===== src/bfp_regs.vh =====
`ifndef BFP_REGS_VH
`define BFP_REGS_VH

// ==========================================================================
// Operation codes
`define BFP_OP_BATCH_SET   3'h0
`define BFP_OP_DECODE      3'h1
`define BFP_OP_ENCODE      3'h2
`define BFP_OP_POP_WORD    3'h3
`define BFP_OP_POP_DWORD   3'h4
`define BFP_OP_BIT_JUDGE   3'h5
`define BFP_OP_CONTACT_LD  3'h6

// ==========================================================================
// Operand limits
`define BFP_BIT_INDEX_MAX  16'h000f
`define BFP_WORD_W         16
`define BFP_DWORD_W        32

// ==========================================================================
// Sequencer states
`define BFP_ST_IDLE        1'b0
`define BFP_ST_SET         1'b1

`endif


===== src/bfp_popcount.v =====
`timescale 1ns/100ps

// ==========================================================================
// Population count
module bfp_popcount #(
  parameter W = 32,
  parameter CW = 6
) (
  input wire [W-1:0] i_data,
  output reg [CW-1:0] o_count
);

  integer k;

  always @* begin
    o_count = {CW{1'b0}};
    for (k = 0; k < W; k = k + 1) begin
      o_count = o_count + {{(CW-1){1'b0}}, i_data[k]};
    end
  end

endmodule // bfp_popcount


===== src/bfp_unit.v =====
`timescale 1ns/100ps
`include "bfp_regs.vh"

// Function
// - Batch set drives count bits from base
// - Decode writes one-hot word for index 0-15
// - Decode index out of range leaves destination
// - Decode index out of range raises error
// - Encode writes position of a set bit
// - Encode prefers the lowest set bit
// - Word popcount writes count of ones
// - Double-word popcount writes 6-bit count
// - Bit judge copies indexed bit to boolean
// - Contact load drives rung from indexed bit
module bfp_unit #(
  parameter AW = 16
) (
  input wire i_clk,
  input wire i_srst,
  input wire i_start,
  input wire i_rung_en,
  input wire [2:0] i_op,
  input wire [31:0] i_src,
  input wire [15:0] i_index,
  input wire [AW-1:0] i_dst_addr,
  output reg o_busy,
  output reg o_done,
  output reg o_word_we,
  output reg [15:0] o_word,
  output reg o_bit_we,
  output reg [AW-1:0] o_bit_addr,
  output reg o_bit_val,
  output reg o_rung,
  output reg o_op_err
);

  // ========================================================================
  // Helpers
  function in_range;
    input [15:0] idx;
    begin
      in_range = (idx <= `BFP_BIT_INDEX_MAX);
    end
  endfunction

  function [3:0] lowest_one;
    input [15:0] w;
    integer n;
    begin
      lowest_one = 4'h0;
      for (n = 15; n >= 0; n = n - 1) begin
        if (w[n]) begin
          lowest_one = n[3:0];
        end
      end
    end
  endfunction

  // ========================================================================
  // Counting
  wire [5:0] pop_count;
  wire [31:0] pop_in;

  assign pop_in = (i_op == `BFP_OP_POP_WORD) ? {16'h0000, i_src[15:0]} : i_src;

  bfp_popcount #(
    .W(`BFP_DWORD_W),
    .CW(6)
  ) u_pop (
    .i_data(pop_in),
    .o_count(pop_count)
  );

  // ========================================================================
  // Sequencer
  reg state_q;
  reg state_d;
  reg [15:0] remain_q;
  reg [15:0] remain_d;
  reg [AW-1:0] addr_q;
  reg [AW-1:0] addr_d;
  reg word_we_d;
  reg [15:0] word_d;
  reg bit_we_d;
  reg [AW-1:0] bit_addr_d;
  reg bit_val_d;
  reg rung_d;
  reg err_d;
  reg done_d;
  wire take;
  wire idx_ok;

  assign take = i_start && (state_q == `BFP_ST_IDLE);
  assign idx_ok = in_range(i_index);

  always @* begin
    state_d = state_q;
    remain_d = remain_q;
    addr_d = addr_q;
    word_we_d = 1'b0;
    word_d = o_word;
    bit_we_d = 1'b0;
    bit_addr_d = o_bit_addr;
    bit_val_d = o_bit_val;
    rung_d = o_rung;
    err_d = 1'b0;
    done_d = 1'b0;
    case (state_q)
      `BFP_ST_IDLE: begin
        if (take && !i_rung_en) begin
          done_d = 1'b1;
        end else if (take) begin
          case (i_op)
            `BFP_OP_BATCH_SET: begin
              // A negative or zero count sets nothing.
              if (i_src[15] || (i_src[15:0] == 16'h0000)) begin
                done_d = 1'b1;
              end else begin
                state_d = `BFP_ST_SET;
                remain_d = i_src[15:0];
                addr_d = i_dst_addr;
              end
            end
            `BFP_OP_DECODE: begin
              done_d = 1'b1;
              if (idx_ok) begin
                word_we_d = 1'b1;
                word_d = 16'h0001 << i_index[3:0];
              end else begin
                err_d = 1'b1;
              end
            end
            `BFP_OP_ENCODE: begin
              done_d = 1'b1;
              // An all-zero source has no position to report, so it is flagged.
              if (i_src[15:0] != 16'h0000) begin
                word_we_d = 1'b1;
                word_d = {12'h000, lowest_one(i_src[15:0])};
              end else begin
                err_d = 1'b1;
              end
            end
            `BFP_OP_POP_WORD, `BFP_OP_POP_DWORD: begin
              done_d = 1'b1;
              word_we_d = 1'b1;
              word_d = {10'h000, pop_count};
            end
            `BFP_OP_BIT_JUDGE: begin
              done_d = 1'b1;
              if (idx_ok) begin
                bit_we_d = 1'b1;
                bit_addr_d = i_dst_addr;
                bit_val_d = i_src[i_index[3:0]];
              end else begin
                err_d = 1'b1;
              end
            end
            `BFP_OP_CONTACT_LD: begin
              done_d = 1'b1;
              if (idx_ok) begin
                rung_d = i_src[i_index[3:0]];
              end else begin
                err_d = 1'b1;
              end
            end
            default: begin
              done_d = 1'b1;
              err_d = 1'b1;
            end
          endcase
        end
      end
      `BFP_ST_SET: begin
        // One bit element per cycle keeps the element store single-ported.
        bit_we_d = 1'b1;
        bit_addr_d = addr_q;
        bit_val_d = 1'b1;
        addr_d = addr_q + {{(AW-1){1'b0}}, 1'b1};
        remain_d = remain_q - 16'h0001;
        if (remain_q == 16'h0001) begin
          state_d = `BFP_ST_IDLE;
          done_d = 1'b1;
        end
      end
      default: begin
        state_d = `BFP_ST_IDLE;
      end
    endcase
  end

  always @(posedge i_clk) begin
    if (i_srst) begin
      state_q <= `BFP_ST_IDLE;
      remain_q <= 16'h0000;
      addr_q <= {AW{1'b0}};
      o_busy <= 1'b0;
      o_done <= 1'b0;
      o_word_we <= 1'b0;
      o_word <= 16'h0000;
      o_bit_we <= 1'b0;
      o_bit_addr <= {AW{1'b0}};
      o_bit_val <= 1'b0;
      o_rung <= 1'b0;
      o_op_err <= 1'b0;
    end else begin
      state_q <= state_d;
      remain_q <= remain_d;
      addr_q <= addr_d;
      o_busy <= (state_d == `BFP_ST_SET);
      o_done <= done_d;
      o_word_we <= word_we_d;
      o_word <= word_d;
      o_bit_we <= bit_we_d;
      o_bit_addr <= bit_addr_d;
      o_bit_val <= bit_val_d;
      o_rung <= rung_d;
      o_op_err <= err_d;
    end
  end

endmodule // bfp_unit


===== config.mk =====
export PLATFORM = sky130hd
export DESIGN_NAME = bfp_unit
export DESIGN_NICKNAME = d
export VERILOG_FILES = /design/src/bfp_popcount.v /design/src/bfp_unit.v
export VERILOG_INCLUDE_DIRS = /design/src
export SDC_FILE = /design/constraint.sdc
export NUM_CORES = 1
export LEC_CHECK = 0
export BUFFER_PORTS_ARGS = -buffer_cell sky130_fd_sc_hd__buf_4
export CORE_ASPECT_RATIO = 1.75
export CORE_MARGIN = 2
export CORE_UTILIZATION = 50
export DETAILED_ROUTE_END_ITERATION = 16
export GPL_TIMING_DRIVEN = 0
export HOLD_SLACK_MARGIN = 0.08
export PLACE_DENSITY = 0.76
export SLEW_MARGIN = 20
export SYNTH_ARGS = -nofsm -noshare
export SYNTH_HDL_FRONTEND = slang
export SYNTH_SLANG_ARGS = --single-unit

===== constraint.sdc =====
create_clock -name i_clk -period 5.99 [get_ports i_clk]
set_input_delay 1.198 -clock i_clk [delete_from_list [all_inputs] [get_ports i_clk]]
set_output_delay 1.198 -clock i_clk [all_outputs]
set_load 0.03 [all_outputs]

# == Word-level counts from Yosys, hierarchy flattened ==
# Cells that the tools add are included.
# op_classes
reduce_logical,16
shift,1
add_sub_neg,33
n_bitwise,3
n_mux,64
eq_ne,15
order_cmp,2
# op_table
cell,count
$mux 16,14
$add 6x1->6,30
$pmux 16 s2,3
$mux 4,16
$pmux 16 s3,1
$mux 32,1
$mux 1,22
$add 16x1->16 const B,1
$eq 16x1->1 const B,1
$le 16x4->1 const B,1
$logic_not 16->1,1
$reduce_bool 16->1,1
$shl 1x4->16 const A,1
$sub 16x1->16 const B,1
$ne 2x2->1 const B,6
$eq 3x3->1 const B,3
$pmux 1 s2,4
$reduce_and 4->1,2
$eq 3x2->1 const B,2
$lt 4x6->1 const B,1
$pmux 1 s3,2
$reduce_and 6->1,1
$reduce_or 3->1,2
$reduce_and 5->1,1
other kinds (12),16
# totals
ff_bits,71
out_inout_bits,39

# == Depth between registers and ports, before layout ==
# depth
depth_word,34
mapped_depth,20

# == By module ==
# From an unflattened synthesis, not the netlist that was laid out.
# hier_totals
cells_unflattened,556
hier_area_um2,4784.6
# by_module_without_submodules
mod,n_inst,area_per_inst_um2,cells_per_inst,seq_area_each_um2
bfp_unit,1,4026.4,483,1421.4
bfp_popcount,1,758.2,73,0.0

# == Least setup slack after synthesis ==
# Ideal clock, no wire load.
# synth_path
path_kind,input port to flip-flop
startpoint,input port i_op[1]
endpoint,register o_word[4]
path_buffers,2
arrival_time_ns,6.301
required_ns,5.857
path_stages,17
path_slack_ns,-0.444
path_cell_list,buf_6 > nand3b_1 > clkbuf_1 > nand2_1 > fa_1 > fa_1 > fa_1 > fa_1 > fa_1 > fa_1 > fa_1 > fa_1 > nand2b_1 > a21oi_1 > xor2_1 > a221oi_1 > nor3_1
# synth_via
elab_chain_cells,19
word_cells_on_any_way,27
classes_between,16 x add/sub; 6 x eq/ne; 2 x mux; 3 x reduce/logical
# synth_rtl
element,line,text
start: declaration,bfp_unit.v:22,"input wire [2:0] i_op,"
$eq 3x2->1,bfp_unit.v:113,case (i_op)
$mux 32,bfp_unit.v:64,"assign pop_in = (i_op == `BFP_OP_POP_WORD) ? {16'h0000, i_src[15:0]} : i_src;"
$add 6x1->6 (16 in series),bfp_popcount.v:18,"o_count = o_count + {{(CW-1){1'b0}}, i_data[k]};"
$pmux 16 s3,bfp_unit.v:113,
end signal: assignment,bfp_unit.v:212,o_word <= word_d;
end: declaration,bfp_unit.v:29,"output reg [15:0] o_word,"
# Several ways; a longest one is shown, not always the timed one.
# A chain may end at the register's enable or synchronous reset.

# == Worst setup path in the final report ==
# layout_path
startpoint,input port i_op[2]
endpoint,register o_word[2]
# Same word-level chain as after synthesis.

==> impl_metrics.py <==
metrics = {
    "logic_synthesis": {
        "synth_edf_count": 0,
        "ys_seq_area_share_pct": 29.50,
        "async_flop_share_pct": 0,
        "syn_inst": 571,
        "yosys.cell_types.count": 68,
        "synth_top_area_cell": "dfxtp_1",
        "synthesis.nets": 678,
        "synth_seq_cells": 71,
        "syn_avg_cell_area_um2": 8.438,
        "syn_area_um2": 4818,
        "synth_area_leaders": "dfxtp_1 (29%), fa_1 (10%), a21oi_1 (5.0%), a211oi_1 (4.4%), inv_1 (4.1%)",
        "yosysWarnings": 0,
        "yosysTopAreaCellShare_pct": 29.50,
        "ys.flop_type": "dfxtp_1",
    },
    "detailed_routing": {
        "wl_per_cell_um": 18.05,
        "firstDrtPassIters": 5,
        "via_per_inst": 5.922,
        "first_iter_violations": 207,
        "antenna_left": 0,
        "post-route-drc-count": 0,
        "wirelength_um": 14820,
        "vias": 4862,
    },
    "finish": {
        "mostFrequentLayoutCells": "buf_4 (110), dfxtp_1 (71), inv_1 (50), nand2_1 (49), nor2_1 (49)",
        "area_growth_pct": 30.20,
        "mostFrequentLayoutCell": "buf_4",
        "layout-drive-gt1-share_pct": 26.32,
        "finalNonFillerCells": 821,
        "nets": 801,
        "num_antenna_cells": 0,
    },
    "global_routing": {
        "grt_pass1_wl_um": 24030,
        "grt_pass1_vias": 4963,
        "grt_antenna_before_repair": 0,
        "grt_usage_pct": 29.09,
        "grt_max_degree": 13,
        "gr-total-overflow": 0,
    },
    "floorplanning": {
        "pin_count": 110,
        "core_area_um2": 9409,
        "rows": 47,
        "start_util_pct": 51.21,
        "die_h_um": 133.9,
        "die_w_um": 78.21,
        "dieArea_um2": 10470,
    },
    "power": {
        "p_sw_w": 0.0008644,
        "pwr-share-clk_pct": 24.5,
        "seq_power_share_pct": 20.8,
        "powerDensity_nw_per_um2": 375.6,
        "p_comb_share_pct": 54.7,
        "peakVddDrop_mv": 0.6725,
        "p_leak_nw": 2.569,
        "swShare_pct": 36.69,
        "internal_power_w": 0.001492,
    },
    "timing": {
        "period_minus_slack_ps": 6118,
        "setup_tns_ps": -321.3,
        "skew_ps": 5.585,
        "setup_violations": 4,
        "drv_slew": 0,
        "final_hold_viol_count": 0,
        "fmax_ghz": 0.1635,
        "slew-limit-headroom_pct": 37.45,
        "post-route-period-util_pct": 102.1,
        "tightest_slew_ps": 929.6,
        "worst_slack_ps": -127.6,
        "rsz0062_at_grt": "yes",
    },
    "clock_tree": {
        "numCtsBuffers": 9,
        "htreeDepth": 3,
        "clockBufferDepth": 2,
        "clk_latency_ps": 330,
        "cts_tree": "done",
        "cts.sinks": 71,
        "clkTransAtPathRegs_ps": 60,
        "cts_root_buffer": "clkbuf_16",
    },
    "placement": {
        "place_congestion": 0.9858,
        "dp_cells": 798,
        "dp_worst_setup_slack_ps": -762.2,
        "dpl.hpwl_um": 11590,
        "portBuffers": 105,
    },
    "setup_path": {
        "critPathKind": "in -> reg",
        "required_ps": 6240,
        "cp-end-kind": "flip-flop",
        "critPathMaxFanout": 7,
        "cp_data_arrival_time_ps": 6370,
        "startpoint_type": "input port",
    },
    "worst_hold_path": {
        "hold_path_class": "reg -> reg",
    },
    "outcome": {
        "run_status": "complete, but fails checks",
        "violations": "setup timing",
    },
    "run": {
        "maxCapViolations": 0,
    },
}
-- power groups by stage --
stage               registers (W)  logic (W)  clock network (W)
global route             0.000490    0.00142           0.000605
detailed placement       0.000499   0.000980                  0
finish                   0.000489    0.00129           0.000578
CTS                      0.000489    0.00107           0.000581
floorplan                0.000510   0.000681                  0
global placement         0.000499   0.000938                  0
-- Yosys cell counts, drive strengths merged, types with 3 or more instances --
| cell | number |
|---|---|
| xor2 | 6 |
| or3 | 6 |
| nand2 | 53 |
| buf | 13 |
| o211ai | 4 |
| dfxtp | 71 |
| nand4 | 10 |
| a31oi | 6 |
| ha | 12 |
| nor2 | 49 |
| o21ai | 8 |
| clkbuf | 19 |
| nand3 | 19 |
| nor3b | 5 |
| nor4 | 17 |
| and2 | 7 |
| o311ai | 4 |
| fa | 24 |
| mux4 | 5 |
| a2bb2oi | 3 |
| nand2b | 4 |
| mux2i | 17 |
| inv | 53 |
| a22oi | 11 |
| a41oi | 4 |
| o22ai | 3 |
| a21oi | 49 |
| nand3b | 5 |
| a211oi | 28 |
| xnor2 | 4 |
| nor3 | 18 |
-- metal layers --
layer  track usage [%]  share of wire, %  vias to the layer above  wire length (µm)
met1             29.75                35                     2318              5178
met3             3.836               4.0                       57               594
met4             18.52               5.5                        0               815
met5                 0                 0                        -                 0
li1                  -                 -                     2307                 -
met2             54.31                56                      180              8231
-- final timing paths --
check                           startpoint    endpoint  slack (ps)  cells past startpoint
worst min-delay path            o_word[13]  o_word[13]         450                      2
worst max-delay path               i_op[2]   o_word[2]        -130                     18
worst max register to register     state_q  o_word[15]        3710                      7
worst min register to register  o_word[13]  o_word[13]         450                      2
-- final cells by class --
| cell class | count | area [µm²] |
|---|---|---|
| clock inverter | 5 | 81.33 |
| sequential | 71 | 1421 |
| clock buffer | 11 | 242.7 |
| tap | 122 | 152.6 |
| inverter | 53 | 198.9 |
| multi-input combinational | 415 | 3139 |
| fill | 840 | 3136 |
| buffer | 31 | 173.9 |
| timing repair buffer | 113 | 863.3 |
-- critical path, cell delays in order --
cell and delay [ps]:
buf_6 100, nand3b_1 200, buf_6 160, buf_8 130
nand2_2 70, fa_1 440, fa_2 590, fa_1 460
fa_2 610, fa_1 450, fa_2 470, fa_2 380
fa_2 370, buf_6 130, xor2_2 140, o22ai_2 140
a41oi_2 70, a211oi_2 260
-- kinds of logic (layout without fill, tap and decap cells) --
kind of cell | Yosys count | count (layout) | share of synthesized area [%]
simple gates | 208 | 208 | 22.44
xor+xnor | 10 | 10 | 1.818
fa+ha+maj | 36 | 36 | 13.09
buf+inv | 85 | 213 | 7.738
flops | 71 | 71 | 29.50
compound gates | 138 | 138 | 19.32
mux | 23 | 23 | 6.102
-- state kept, by name, indices dropped and copies added (netlist names) --
name        flops
remain_q       16
o_done          1
addr_q         16
o_rung          1
o_word         16
o_word_we       1
state_q         1
o_bit_we        1
o_bit_val       1
o_bit_addr     16
o_op_err        1
-- through the flow --
stage | hold slack (ps) | total power, W | utilization, % | instance area (µm²)
2_1_floorplan | 457.1 | 0.001190 | - | 4840
4_1_cts | 454.6 | 0.002142 | 65.49 | 6162
3_5_place_dp | 446.6 | 0.001479 | 61.44 | 5781
5_1_grt | 476.7 | 0.002510 | 66.68 | 6274
6_report | 453.5 | 0.002356 | 66.68 | 6274
3_3_place_gp | 445.0 | 0.001437 | 61.44 | 5781
-- timing repair --
item,CTS,global route
resized for setup,6,25
pin swaps,18,29
setup endpoints to repair,6,6
setup buffers,5,3
hold buffers,0,0
Power figures use the tool's default switching activity.
